<file path="config.mk">
export PLATFORM = sky130hd
export DESIGN_NAME = slfm_strap_mux
export DESIGN_NICKNAME = d
export VERILOG_FILES = /design/src/slfm_pkg.sv /design/src/slfm_strap_mux.sv
export SDC_FILE = /design/constraint.sdc
export NUM_CORES = 1
export LEC_CHECK = 0
export BUFFER_PORTS_ARGS = -buffer_cell sky130_fd_sc_hd__buf_4
export CAP_MARGIN = 20
export CORE_ASPECT_RATIO = 0.8
export CORE_MARGIN = 2
export CORE_UTILIZATION = 50
export DETAILED_ROUTE_END_ITERATION = 7
export PLACE_DENSITY = 0.77
export SLEW_MARGIN = 10
export SYNTH_ARGS = -nofsm -noshare
export SYNTH_HDL_FRONTEND = slang
export SYNTH_SLANG_ARGS = --single-unit
</file>
<file path="constraint.sdc">
create_clock -name sys_clk -period 1.67 [get_ports sys_clk]
set_input_delay 0.0835 -clock sys_clk [delete_from_list [all_inputs] [get_ports sys_clk]]
set_output_delay 0.0835 -clock sys_clk [all_outputs]
set_load 0.005 [all_outputs]
</file>
<file path="src/slfm_pkg.sv">
// Constants, types and the input synchroniser of the strap latch and function mux
`default_nettype none

package slfm_pkg;
  localparam int NUM_PORTS = 4;
  localparam int NUM_PINS  = 30;
  localparam int FIRST_PIN = 2;
  localparam int LVL_W     = 3;
  localparam int CLS_W     = 4;
  localparam int ADDR_W    = 8;
  localparam int DATA_W    = 32;

  // Strap levels as delivered by the level sensor
  localparam logic [2:0] LVL_WEAK_DOWN  = 3'h0;
  localparam logic [2:0] LVL_WEAK_UP    = 3'h1;
  localparam logic [2:0] LVL_MID_DOWN   = 3'h2;
  localparam logic [2:0] LVL_MID_UP     = 3'h3;
  localparam logic [2:0] LVL_STRONG_DN  = 3'h4;

  // Register offsets
  localparam logic [7:0] REG_STATUS     = 8'h00;
  localparam logic [7:0] REG_PORTS      = 8'h04;
  localparam logic [7:0] REG_OVR_EN     = 8'h08;
  localparam logic [7:0] REG_PINSEL_0   = 8'h80;

  // Field positions
  localparam int ST_SET_LSB   = 0;
  localparam int ST_RSVD_BIT  = 3;
  localparam int ST_CAPT_BIT  = 4;
  localparam int ST_INRST_BIT = 5;
  localparam int PT_DIS_LSB   = 0;
  localparam int PT_FIX_LSB   = 4;
  localparam int PT_CHG_LSB   = 8;
  localparam int PS_CLS_LSB   = 8;

  // Values after reset
  localparam logic [29:0] OVR_EN_RST  = 30'h0;
  localparam logic [2:0]  SET_RST     = 3'h0;
  localparam logic [3:0]  MASK_RST    = 4'h0;

  typedef enum logic [3:0] {
    SLFM_FN_GPIO,
    SLFM_FN_POWER_SERIAL,
    SLFM_FN_AUDIO,
    SLFM_FN_UART,
    SLFM_FN_POWER_TWOWIRE,
    SLFM_FN_MASTER_TWOWIRE,
    SLFM_FN_PORT_CTL,
    SLFM_FN_ALERT,
    SLFM_FN_SLAVE_TWOWIRE,
    SLFM_FN_FLASH_SERIAL,
    SLFM_FN_MIC_DETECT
  } slfm_func_t;

  // Level to thermometer port mask, reserved codes give no ports
  function automatic logic [3:0] slfm_lvl_mask(input logic [2:0] lvl);
    unique case (lvl)
      LVL_WEAK_DOWN: slfm_lvl_mask = 4'h0;
      LVL_WEAK_UP:   slfm_lvl_mask = 4'h1;
      LVL_MID_DOWN:  slfm_lvl_mask = 4'h3;
      LVL_MID_UP:    slfm_lvl_mask = 4'h7;
      LVL_STRONG_DN: slfm_lvl_mask = 4'hf;
      default:       slfm_lvl_mask = 4'h0;
    endcase
  endfunction
endpackage

module slfm_sync #(
  parameter int W = 1
) (
  input  wire logic         sys_clk,
  input  wire logic         rst_b,
  input  wire logic [W-1:0] d,
  output var  logic [W-1:0] q
);
  logic [W-1:0] meta_r;

  always_ff @(posedge sys_clk or negedge rst_b) begin
    if (!rst_b) begin
      meta_r <= '0;
      q      <= '0;
    end else begin
      meta_r <= d;
      q      <= meta_r;
    end
  end
endmodule

`default_nettype wire

</file>
<file path="src/slfm_strap_mux.sv">
// Strap capture, setting decode, pin function mux and register port
`default_nettype none

module slfm_strap_mux (
  input  wire logic                     sys_clk,
  input  wire logic                     rst_b,
  input  wire logic                     por_active,
  input  wire logic                     ext_reset_b,
  input  wire logic [3:0]               dplus_port_disable_strap,
  input  wire logic [3:0]               dminus_port_disable_strap,
  input  wire logic [2:0]               fixed_device_strap,
  input  wire logic [2:0]               charging_ports_strap,
  input  wire logic [2:0]               function_set_strap1,
  input  wire logic [2:0]               function_set_strap2,
  input  wire logic [2:0]               function_set_strap3,
  input  wire logic [7:0]               addr,
  input  wire logic [31:0]              wdata,
  input  wire logic                     wr,
  input  wire logic                     rd,
  output var  logic [31:0]              rdata,
  output var  logic [3:0]               hs_port_disable,
  output var  logic [3:0]               ss_port_disable,
  output var  logic [3:0]               fixed_port_mask,
  output var  logic [3:0]               charging_port_mask,
  output var  logic [2:0]               function_set,
  output var  logic                     strap_reserved,
  output var  logic                     straps_captured,
  output var  logic [30*4-1:0]          multipurpose_pin_function
);
  localparam int SYNC_W = 2 + 8 + 4 * 3;

  typedef struct packed {
    logic             in_rst;
    logic             in_rst_d;
    logic [3:0]       samp_dp;
    logic [3:0]       samp_dm;
    logic [2:0]       samp_fix;
    logic [2:0]       samp_chg;
    logic [2:0]       samp_s1;
    logic [2:0]       samp_s2;
    logic [3:0]       hs_dis;
    logic [3:0]       ss_dis;
    logic [3:0]       fix_mask;
    logic [3:0]       chg_mask;
    logic [2:0]       fset;
    logic             rsvd;
    logic             capt;
    logic [29:0]      ovr_en;
    logic [29:0][2:0] ovr_col;
    logic [29:0][3:0] pin_fn;
    logic [31:0]      rdata;
  } slfm_state_t;

  slfm_state_t st_r;
  slfm_state_t st_nxt;

  logic [SYNC_W-1:0] sync_q;
  logic              por_s;
  logic              ext_b_s;
  logic [3:0]        dp_s;
  logic [3:0]        dm_s;
  logic [2:0]        fix_s;
  logic [2:0]        chg_s;
  logic [2:0]        s1_s;
  logic [2:0]        s2_s;
  logic              rst_now;
  logic              release_w;

  // Strap three is not synchronised: nothing reads it
  slfm_sync #(
    .W(SYNC_W)
  ) u_sync (
    .sys_clk(sys_clk),
    .rst_b  (rst_b),
    .d      ({por_active, ext_reset_b, dplus_port_disable_strap,
              dminus_port_disable_strap, fixed_device_strap,
              charging_ports_strap, function_set_strap1, function_set_strap2}),
    .q      (sync_q)
  );

  assign {por_s, ext_b_s, dp_s, dm_s, fix_s, chg_s, s1_s, s2_s} = sync_q;
  assign rst_now   = por_s | ~ext_b_s;
  assign release_w = st_r.in_rst_d & ~st_r.in_rst;

  // Function of one pin for one set column
  function automatic slfm_pkg::slfm_func_t pin_class(input int pin, input logic [2:0] col);
    slfm_pkg::slfm_func_t f;
    f = slfm_pkg::SLFM_FN_GPIO;
    if (pin == 2) begin
      if (col == 3'h2) f = slfm_pkg::SLFM_FN_UART;
    end else if (pin == 3) begin
      if (col == 3'h1) f = slfm_pkg::SLFM_FN_AUDIO;
      else if (col == 3'h2) f = slfm_pkg::SLFM_FN_UART;
    end else if (pin >= 4 && pin <= 7) begin
      if (col == 3'h0) f = slfm_pkg::SLFM_FN_POWER_SERIAL;
      else if (col == 3'h1) f = slfm_pkg::SLFM_FN_AUDIO;
      else if (col == 3'h2) f = slfm_pkg::SLFM_FN_UART;
    end else if (pin == 8 || pin == 9) begin
      f = (col == 3'h0) ? slfm_pkg::SLFM_FN_POWER_SERIAL
                        : slfm_pkg::SLFM_FN_POWER_TWOWIRE;
    end else if (pin == 10 || pin == 11) begin
      f = slfm_pkg::SLFM_FN_MASTER_TWOWIRE;
    end else if (pin == 12 || pin == 13 || pin == 16) begin
      f = slfm_pkg::SLFM_FN_PORT_CTL;
    end else if (pin == 15 || pin == 17 || pin == 18) begin
      f = slfm_pkg::SLFM_FN_ALERT;
    end else if (pin == 19 || pin == 26) begin
      if (col != 3'h3) f = slfm_pkg::SLFM_FN_SLAVE_TWOWIRE;
    end else if (pin >= 20 && pin <= 25) begin
      f = slfm_pkg::SLFM_FN_FLASH_SERIAL;
    end else if (pin == 27) begin
      if (col == 3'h1) f = slfm_pkg::SLFM_FN_MIC_DETECT;
    end else if (pin == 28) begin
      if (col == 3'h2) f = slfm_pkg::SLFM_FN_UART;
    end
    return f;
  endfunction

  always_comb begin
    logic [2:0]  col;
    logic [7:0]  off;
    logic [4:0]  idx;
    logic        ps_hit;
    st_nxt = st_r;
    col    = 3'h0;
    off    = addr - slfm_pkg::REG_PINSEL_0;
    idx    = off[6:2];
    ps_hit = (addr >= slfm_pkg::REG_PINSEL_0) && (off[1:0] == 2'h0)
             && (idx < 5'(slfm_pkg::NUM_PINS));

    // Reset tracking; samples follow the straps only while in reset
    st_nxt.in_rst   = rst_now;
    st_nxt.in_rst_d = st_r.in_rst;
    if (st_r.in_rst) begin
      st_nxt.samp_dp  = dp_s;
      st_nxt.samp_dm  = dm_s;
      st_nxt.samp_fix = fix_s;
      st_nxt.samp_chg = chg_s;
      st_nxt.samp_s1  = s1_s;
      st_nxt.samp_s2  = s2_s;
    end

    // Settings move only on the release edge, held otherwise
    if (release_w) begin
      st_nxt.hs_dis   = st_r.samp_dp & st_r.samp_dm;
      st_nxt.ss_dis   = st_r.samp_dp & st_r.samp_dm;
      st_nxt.fix_mask = slfm_pkg::slfm_lvl_mask(st_r.samp_fix);
      st_nxt.chg_mask = slfm_pkg::slfm_lvl_mask(st_r.samp_chg);
      st_nxt.capt     = 1'b1;
      // Illegal combinations fall back to set 1 and raise a flag
      if (st_r.samp_s2 == slfm_pkg::LVL_WEAK_DOWN
          && st_r.samp_s1 <= slfm_pkg::LVL_STRONG_DN) begin
        st_nxt.fset = st_r.samp_s1;
        st_nxt.rsvd = 1'b0;
      end else begin
        st_nxt.fset = slfm_pkg::SET_RST;
        st_nxt.rsvd = 1'b1;
      end
      if (st_r.samp_fix > slfm_pkg::LVL_STRONG_DN
          || st_r.samp_chg > slfm_pkg::LVL_STRONG_DN) begin
        st_nxt.rsvd = 1'b1;
      end
    end

    // Per-pin function, strap set unless overridden
    for (int i = 0; i < slfm_pkg::NUM_PINS; i++) begin
      col = st_r.ovr_en[i] ? st_r.ovr_col[i] : st_r.fset;
      st_nxt.pin_fn[i] = 4'(pin_class(i + slfm_pkg::FIRST_PIN, col));
    end

    // Register writes, accepted at any time
    if (wr) begin
      if (addr == slfm_pkg::REG_OVR_EN) begin
        st_nxt.ovr_en = wdata[29:0];
      end else if (ps_hit) begin
        st_nxt.ovr_col[idx] = wdata[2:0];
      end
    end

    // Read data stands only in the cycle after the strobe
    st_nxt.rdata = 32'h0;
    if (rd) begin
      if (addr == slfm_pkg::REG_STATUS) begin
        st_nxt.rdata[slfm_pkg::ST_SET_LSB +: 3]  = st_r.fset;
        st_nxt.rdata[slfm_pkg::ST_RSVD_BIT]      = st_r.rsvd;
        st_nxt.rdata[slfm_pkg::ST_CAPT_BIT]      = st_r.capt;
        st_nxt.rdata[slfm_pkg::ST_INRST_BIT]     = st_r.in_rst;
      end else if (addr == slfm_pkg::REG_PORTS) begin
        st_nxt.rdata[slfm_pkg::PT_DIS_LSB +: 4]  = st_r.hs_dis;
        st_nxt.rdata[slfm_pkg::PT_FIX_LSB +: 4]  = st_r.fix_mask;
        st_nxt.rdata[slfm_pkg::PT_CHG_LSB +: 4]  = st_r.chg_mask;
      end else if (addr == slfm_pkg::REG_OVR_EN) begin
        st_nxt.rdata[29:0] = st_r.ovr_en;
      end else if (ps_hit) begin
        st_nxt.rdata[2:0]  = st_r.ovr_col[idx];
        st_nxt.rdata[slfm_pkg::PS_CLS_LSB +: 4] = st_r.pin_fn[idx];
      end
    end
  end

  // Block reset starts in reset so the first release captures the straps
  always_ff @(posedge sys_clk or negedge rst_b) begin
    if (!rst_b) begin
      st_r          <= '0;
      st_r.in_rst   <= 1'b1;
      st_r.in_rst_d <= 1'b1;
      st_r.ovr_en   <= slfm_pkg::OVR_EN_RST;
      st_r.fset     <= slfm_pkg::SET_RST;
      st_r.fix_mask <= slfm_pkg::MASK_RST;
      st_r.chg_mask <= slfm_pkg::MASK_RST;
    end else begin
      st_r <= st_nxt;
    end
  end

  assign rdata                     = st_r.rdata;
  assign hs_port_disable           = st_r.hs_dis;
  assign ss_port_disable           = st_r.ss_dis;
  assign fixed_port_mask           = st_r.fix_mask;
  assign charging_port_mask        = st_r.chg_mask;
  assign function_set              = st_r.fset;
  assign strap_reserved            = st_r.rsvd;
  assign straps_captured           = st_r.capt;
  assign multipurpose_pin_function = st_r.pin_fn;
endmodule

`default_nettype wire

</file>
# After elaboration in Yosys (flattened, before gate mapping)
# Index checks and enable logic that the tools add are counted.
# op_classes
add_sub_neg,1
magnitude_cmp,7
n_eq_ne,25
muxes,55
bitwise,6
n_reduce_logical,16
# ops
cell,n
bitwise mux 90 bit,1
two-way mux 3 bit,18
two-way mux 18 bit,2
"equality test 3 x 2 -> 1 bit, second input constant",11
two-way mux 2 bit,16
one-hot mux 4 bit (4 select lines),2
two-way mux 30 bit,1
two-way mux 4 bit,7
"equality test 3 x 1 -> 1 bit, second input constant",8
two-way mux 24 bit,1
zero test 3 bit,7
binary-select mux 4 bit (select 5 bit),1
binary-select mux 3 bit (select 5 bit),1
demux 3 bit (select 5 bit),1
two-way mux 12 bit,1
"equality test 8 x 3 -> 1 bit, second input constant",1
"equality test 8 x 4 -> 1 bit, second input constant",1
"greater-or-equal comparator 8 bit, second input constant",1
zero test 8 bit,1
"subtractor 7 x 1 -> 7 bit, second input constant",1
"equality test 3 bit, second input constant",2
"> comparator 3 bit, second input constant",2
"less-than comparator 5 x 6 -> 1 bit, second input constant",1
two-way mux 6 bit,1
15 further kinds,21
# word_totals
register_bits,281
inputBits,69
output_inout_bits,173
wordCells,172

# Logic depth before layout (Yosys ltp)
# logic_depth
depth_word,9
ltp_mapped,8
ltp_nobuf,5

# Hierarchy
# Synthesis repeated with hierarchy kept, for this count alone.
# hier_totals
hier_cells,983
area_unflattened_um2,11935.2
# by_module_without_submodules
module,instances,cells_each,area_per_inst_um2,seq_area_each_um2
slfm_strap_mux,1,939,10834.1,5232.5
slfm_sync,1,44,1101.1,1101.1

# Least setup slack after synthesis
# OpenSTA, ideal clock, no wires.
# synth_timing
kind,register -> register
from,"register, netlist name multipurpose_pin_function[36]"
to,register st_r (netlist bit rdata[9])
setup_time_ns,0.077
arrival_ns,1.575
required_ns,1.593
path_slack_ns,0.018
stages_incl_launch_ff,5
n_path_buf,0
period_less_slack_ns,1.652
cell_sequence,dfrtp_1 > a31oi_1 > o311ai_0 > o311ai_0 > a21oi_1
# synth_rtl
item,line_no,source
to (signal assigned),slfm_strap_mux.sv:212,st_r <= st_nxt;
to (decl),slfm_strap_mux.sv:54,slfm_state_t st_r;

==> impl_results.md <==
* Most common cell in the netlist: dfrtp_1
* Layout Area Growth over Synthesis at 21.52%
* Critical Path RT at ~2.1 ns
* Ranking of synthesized cells by area: dfrtp_1 (53%), mux2_2 (13%), buf_4 (11%)
* First-pass GRT wire length at 44950 um
* CTS Buf Count at 25
* Grt total ovfl at 0
* Seq cells post-synth at 253
* Starting DRC count in detailed routing at 594
* Count of different cell masters after synthesis at 67
* Final setup violation count at 1
* CP Cell Sequence: mux4_2 > mux2_4 > a211o_1 > o2111ai_2 > a21oi_2
* Nets at 1218
* Wirelength, routed at 29140 um
* Avg Vias per Cell at 5.319
* Std cell rows at 50
* Die ar. at 0.02479 mm^2
* 1st-pass router iterations at 5
* Antenna fix cells at 0
* Synth cell count leaders: dfrtp_1 (251), buf_4 (176), mux2_2 (141), nand2_1 (69), o21ai_0 (40)
* CTS tree: built
* GRT Total Usage at a little under a quarter
* Violated checks: negative setup slack
* Ys async rst share at 100.0%
* Ys flop type: dfrtp_1
* Io pins at between 200 and 250
* # fillers at 1786
* Die W at 175.5 um
* Sequential-to-total area share from yosys stat at 53.82%
* CP arrival at 2.08 ns
* Period utilization at 100.1%
* Maximum clock frequency at 0.5982 GHz
* Final Hold Viols at 0
* Final setup margin at -0.001627 ns
* Worst-Skew Late Latency at ~0.53 ns
* Core region area at 0.02327 mm^2
* Post-synth top area cell: dfrtp_1
* Crit path time final at 1.672 ns
* Share of layout cells above drive strength 1 at 40.70%
* Yosys top cell area share at 53.38%
* Starting Density at about half
* Outcome: finished, violations left
* RSZ-0062 raised after global routing: yes
* Post-route clock skew at roughly 0.019 ns
* Hold WS at 0.03730 ns
* Residual DRC at 0
* Final antenna-violating net count at 0
* Initial antenna violation count at 1
* Mapped Area at 0.01177 mm^2
* DIE HEIGHT at 141.2 um
* Slew Viols, Final at 0
* Setup Slack @ Placement at -0.08045 ns
* Leak at 6.940 nW
* CTS root buffer: clkbuf_16
* CP Class: flop to flop
* Crit-path max FO at 2
* Critical path capture point type: flop
* Critical path's largest stage delay at 0.45 ns
* CP Buf/Inv Count at 0
* Syn avg cell area at about 12 um^2
* Peak supply drop at 0.7498 mV
* Post-synth EDFFs at 0
* Vias at slightly below 8000
* Vias in the first global route at about 8000
* Crit path launch type: flop
* Largest net degree at the start of global routing at 72
* Pwr Density at 967.5 mW/mm^2
* Slowest CP cell: mux4_2
* Deepest clock path buffer count at 3
* Hold crit path type: input pin to flop
* Cell family with most CP delay: multiplexers
* Dpl hpwl at approximately 21000 um
* GPL Wtd Cong at 0.9902
* PortBufs at between 150 and 200
* Synth Instances at 962
* Clock transition at path regs at 0.07 ns
* H-tree depth at 1
* Yosys Warn Count at 0
* Clk sink count at 253
* Post-DR wirelength/cell at 19.70 um
* MaxCap Viol Count at 0
sequential cells by signal (all words and copies together), names as in the netlist:
signal                     cells
ss_port_disable                4
straps_captured                1
st_nxt                         1
fixed_port_mask                4
function_set                   3
multipurpose_pin_function     20
strap_reserved                 1
u_sync.q                      22
st_r                         141
u_sync.meta_r                 22
rdata                         30
charging_port_mask             4
worst min-delay path, stage by stage:
cell,delay (ns)
buf_4,0.14
nand2_1,0.09
a21oi_1,0.07
o2111ai_2,0.09
a21oi_2,0.05
placed cells by master, fill, tap and decap left out, drive strengths merged, types with 14 or more instances in the layout:
master and instances:
dfrtp 251, a21oi 20, clkbuf 29, and2 24, nor2 34, conb 70, dlygate4sd3 51, mux4 19
o21ai 40, buf 255, nand2 70, inv 14, mux2 144
routing by layer:
metal	vias up	part of all wire (%)	track usage, %
met5	-	0.045	0
met4	2	3.0	7.003
met3	59	8.2	4.288
met2	384	46	36.97
met1	3964	43	33.94
li1	3458	-	-
repair_timing:
item,4_1_cts,5_1_grt
hold endpoints to repair,311,0
endpoints found under the setup margin,3,2
hold buffers,51,0
buffers inserted,2,1
pin swaps,2,0
resized for setup,3,3
stage by stage:
stage | std cells | power, mW | TNS (ns) | instance area [um^2] | utilization (%)
floorplan | 1030 | 7.704 | 0 | 12020 | -
global placement | 1380 | 8.254 | -0.2896 | 12930 | 55.58
detailed placement | 1380 | 8.299 | -1.034 | 12930 | 55.58
CTS | 1478 | 13.91 | -0.004930 | 14270 | 61.34
global route | 1479 | 14.36 | -0.03089 | 14300 | 61.45
finish | 1479 | 13.84 | -0.001627 | 14300 | 61.45
cells by family (layout without fill, tap and decap cells):
| group | after synthesis | after routing | share of synthesized area, % |
|---|---|---|---|
| compound gates | 106 | 106 | 5.657 |
| other cells | 2 | 70 | 0.06382 |
| simple gates | 193 | 193 | 8.453 |
| flops | 253 | 253 | 53.82 |
| mux | 174 | 174 | 18.35 |
| xor+xnor | 8 | 8 | 0.5955 |
| buf+inv | 226 | 363 | 13.06 |
cell type report:
class                   count  area, um^2  share of cell area (%)
clock buffers              29       650.6                   4.550
clock inverters            16       153.9                   1.076
inverters                  12       45.04                  0.3150
multi-input cells         551        4182                   29.24
flip-flops and latches    253        6334                   44.29
well taps                 312       390.4                   2.730
repair buffers            306        2545                   17.80
worst paths after layout:
path	from	to	slack [ns]	cells past startpoint
min	addr[7]	rdata[0]$_DFF_PN0_	0.04	5
max	st_r[164]$_DFFE_PN0P_	rdata[0]$_DFF_PN0_	-0.002	5
min in group asynchronous	rst_b	st_r[196]$_DFFE_PN0P_	0.05	2
min reg2reg	u_sync.meta_r[14]$_DFF_PN0_	u_sync.q[14]$_DFF_PN0_	0.35	0
max in group asynchronous	rst_b	st_r[270]$_DFFE_PN0P_	0.88	3
max reg2reg	st_r[164]$_DFFE_PN0P_	rdata[0]$_DFF_PN0_	-0.002	5
where the power goes:
part / internal (mW) / total, mW / switching (mW)
Combinational: 0.828 / 1.60 / 0.770
Sequential: 6.46 / 6.72 / 0.262
Clock: 3.13 / 5.51 / 2.39
Total: 10.4 / 13.8 / 3.42
Power figures use the tool's default switching activity.
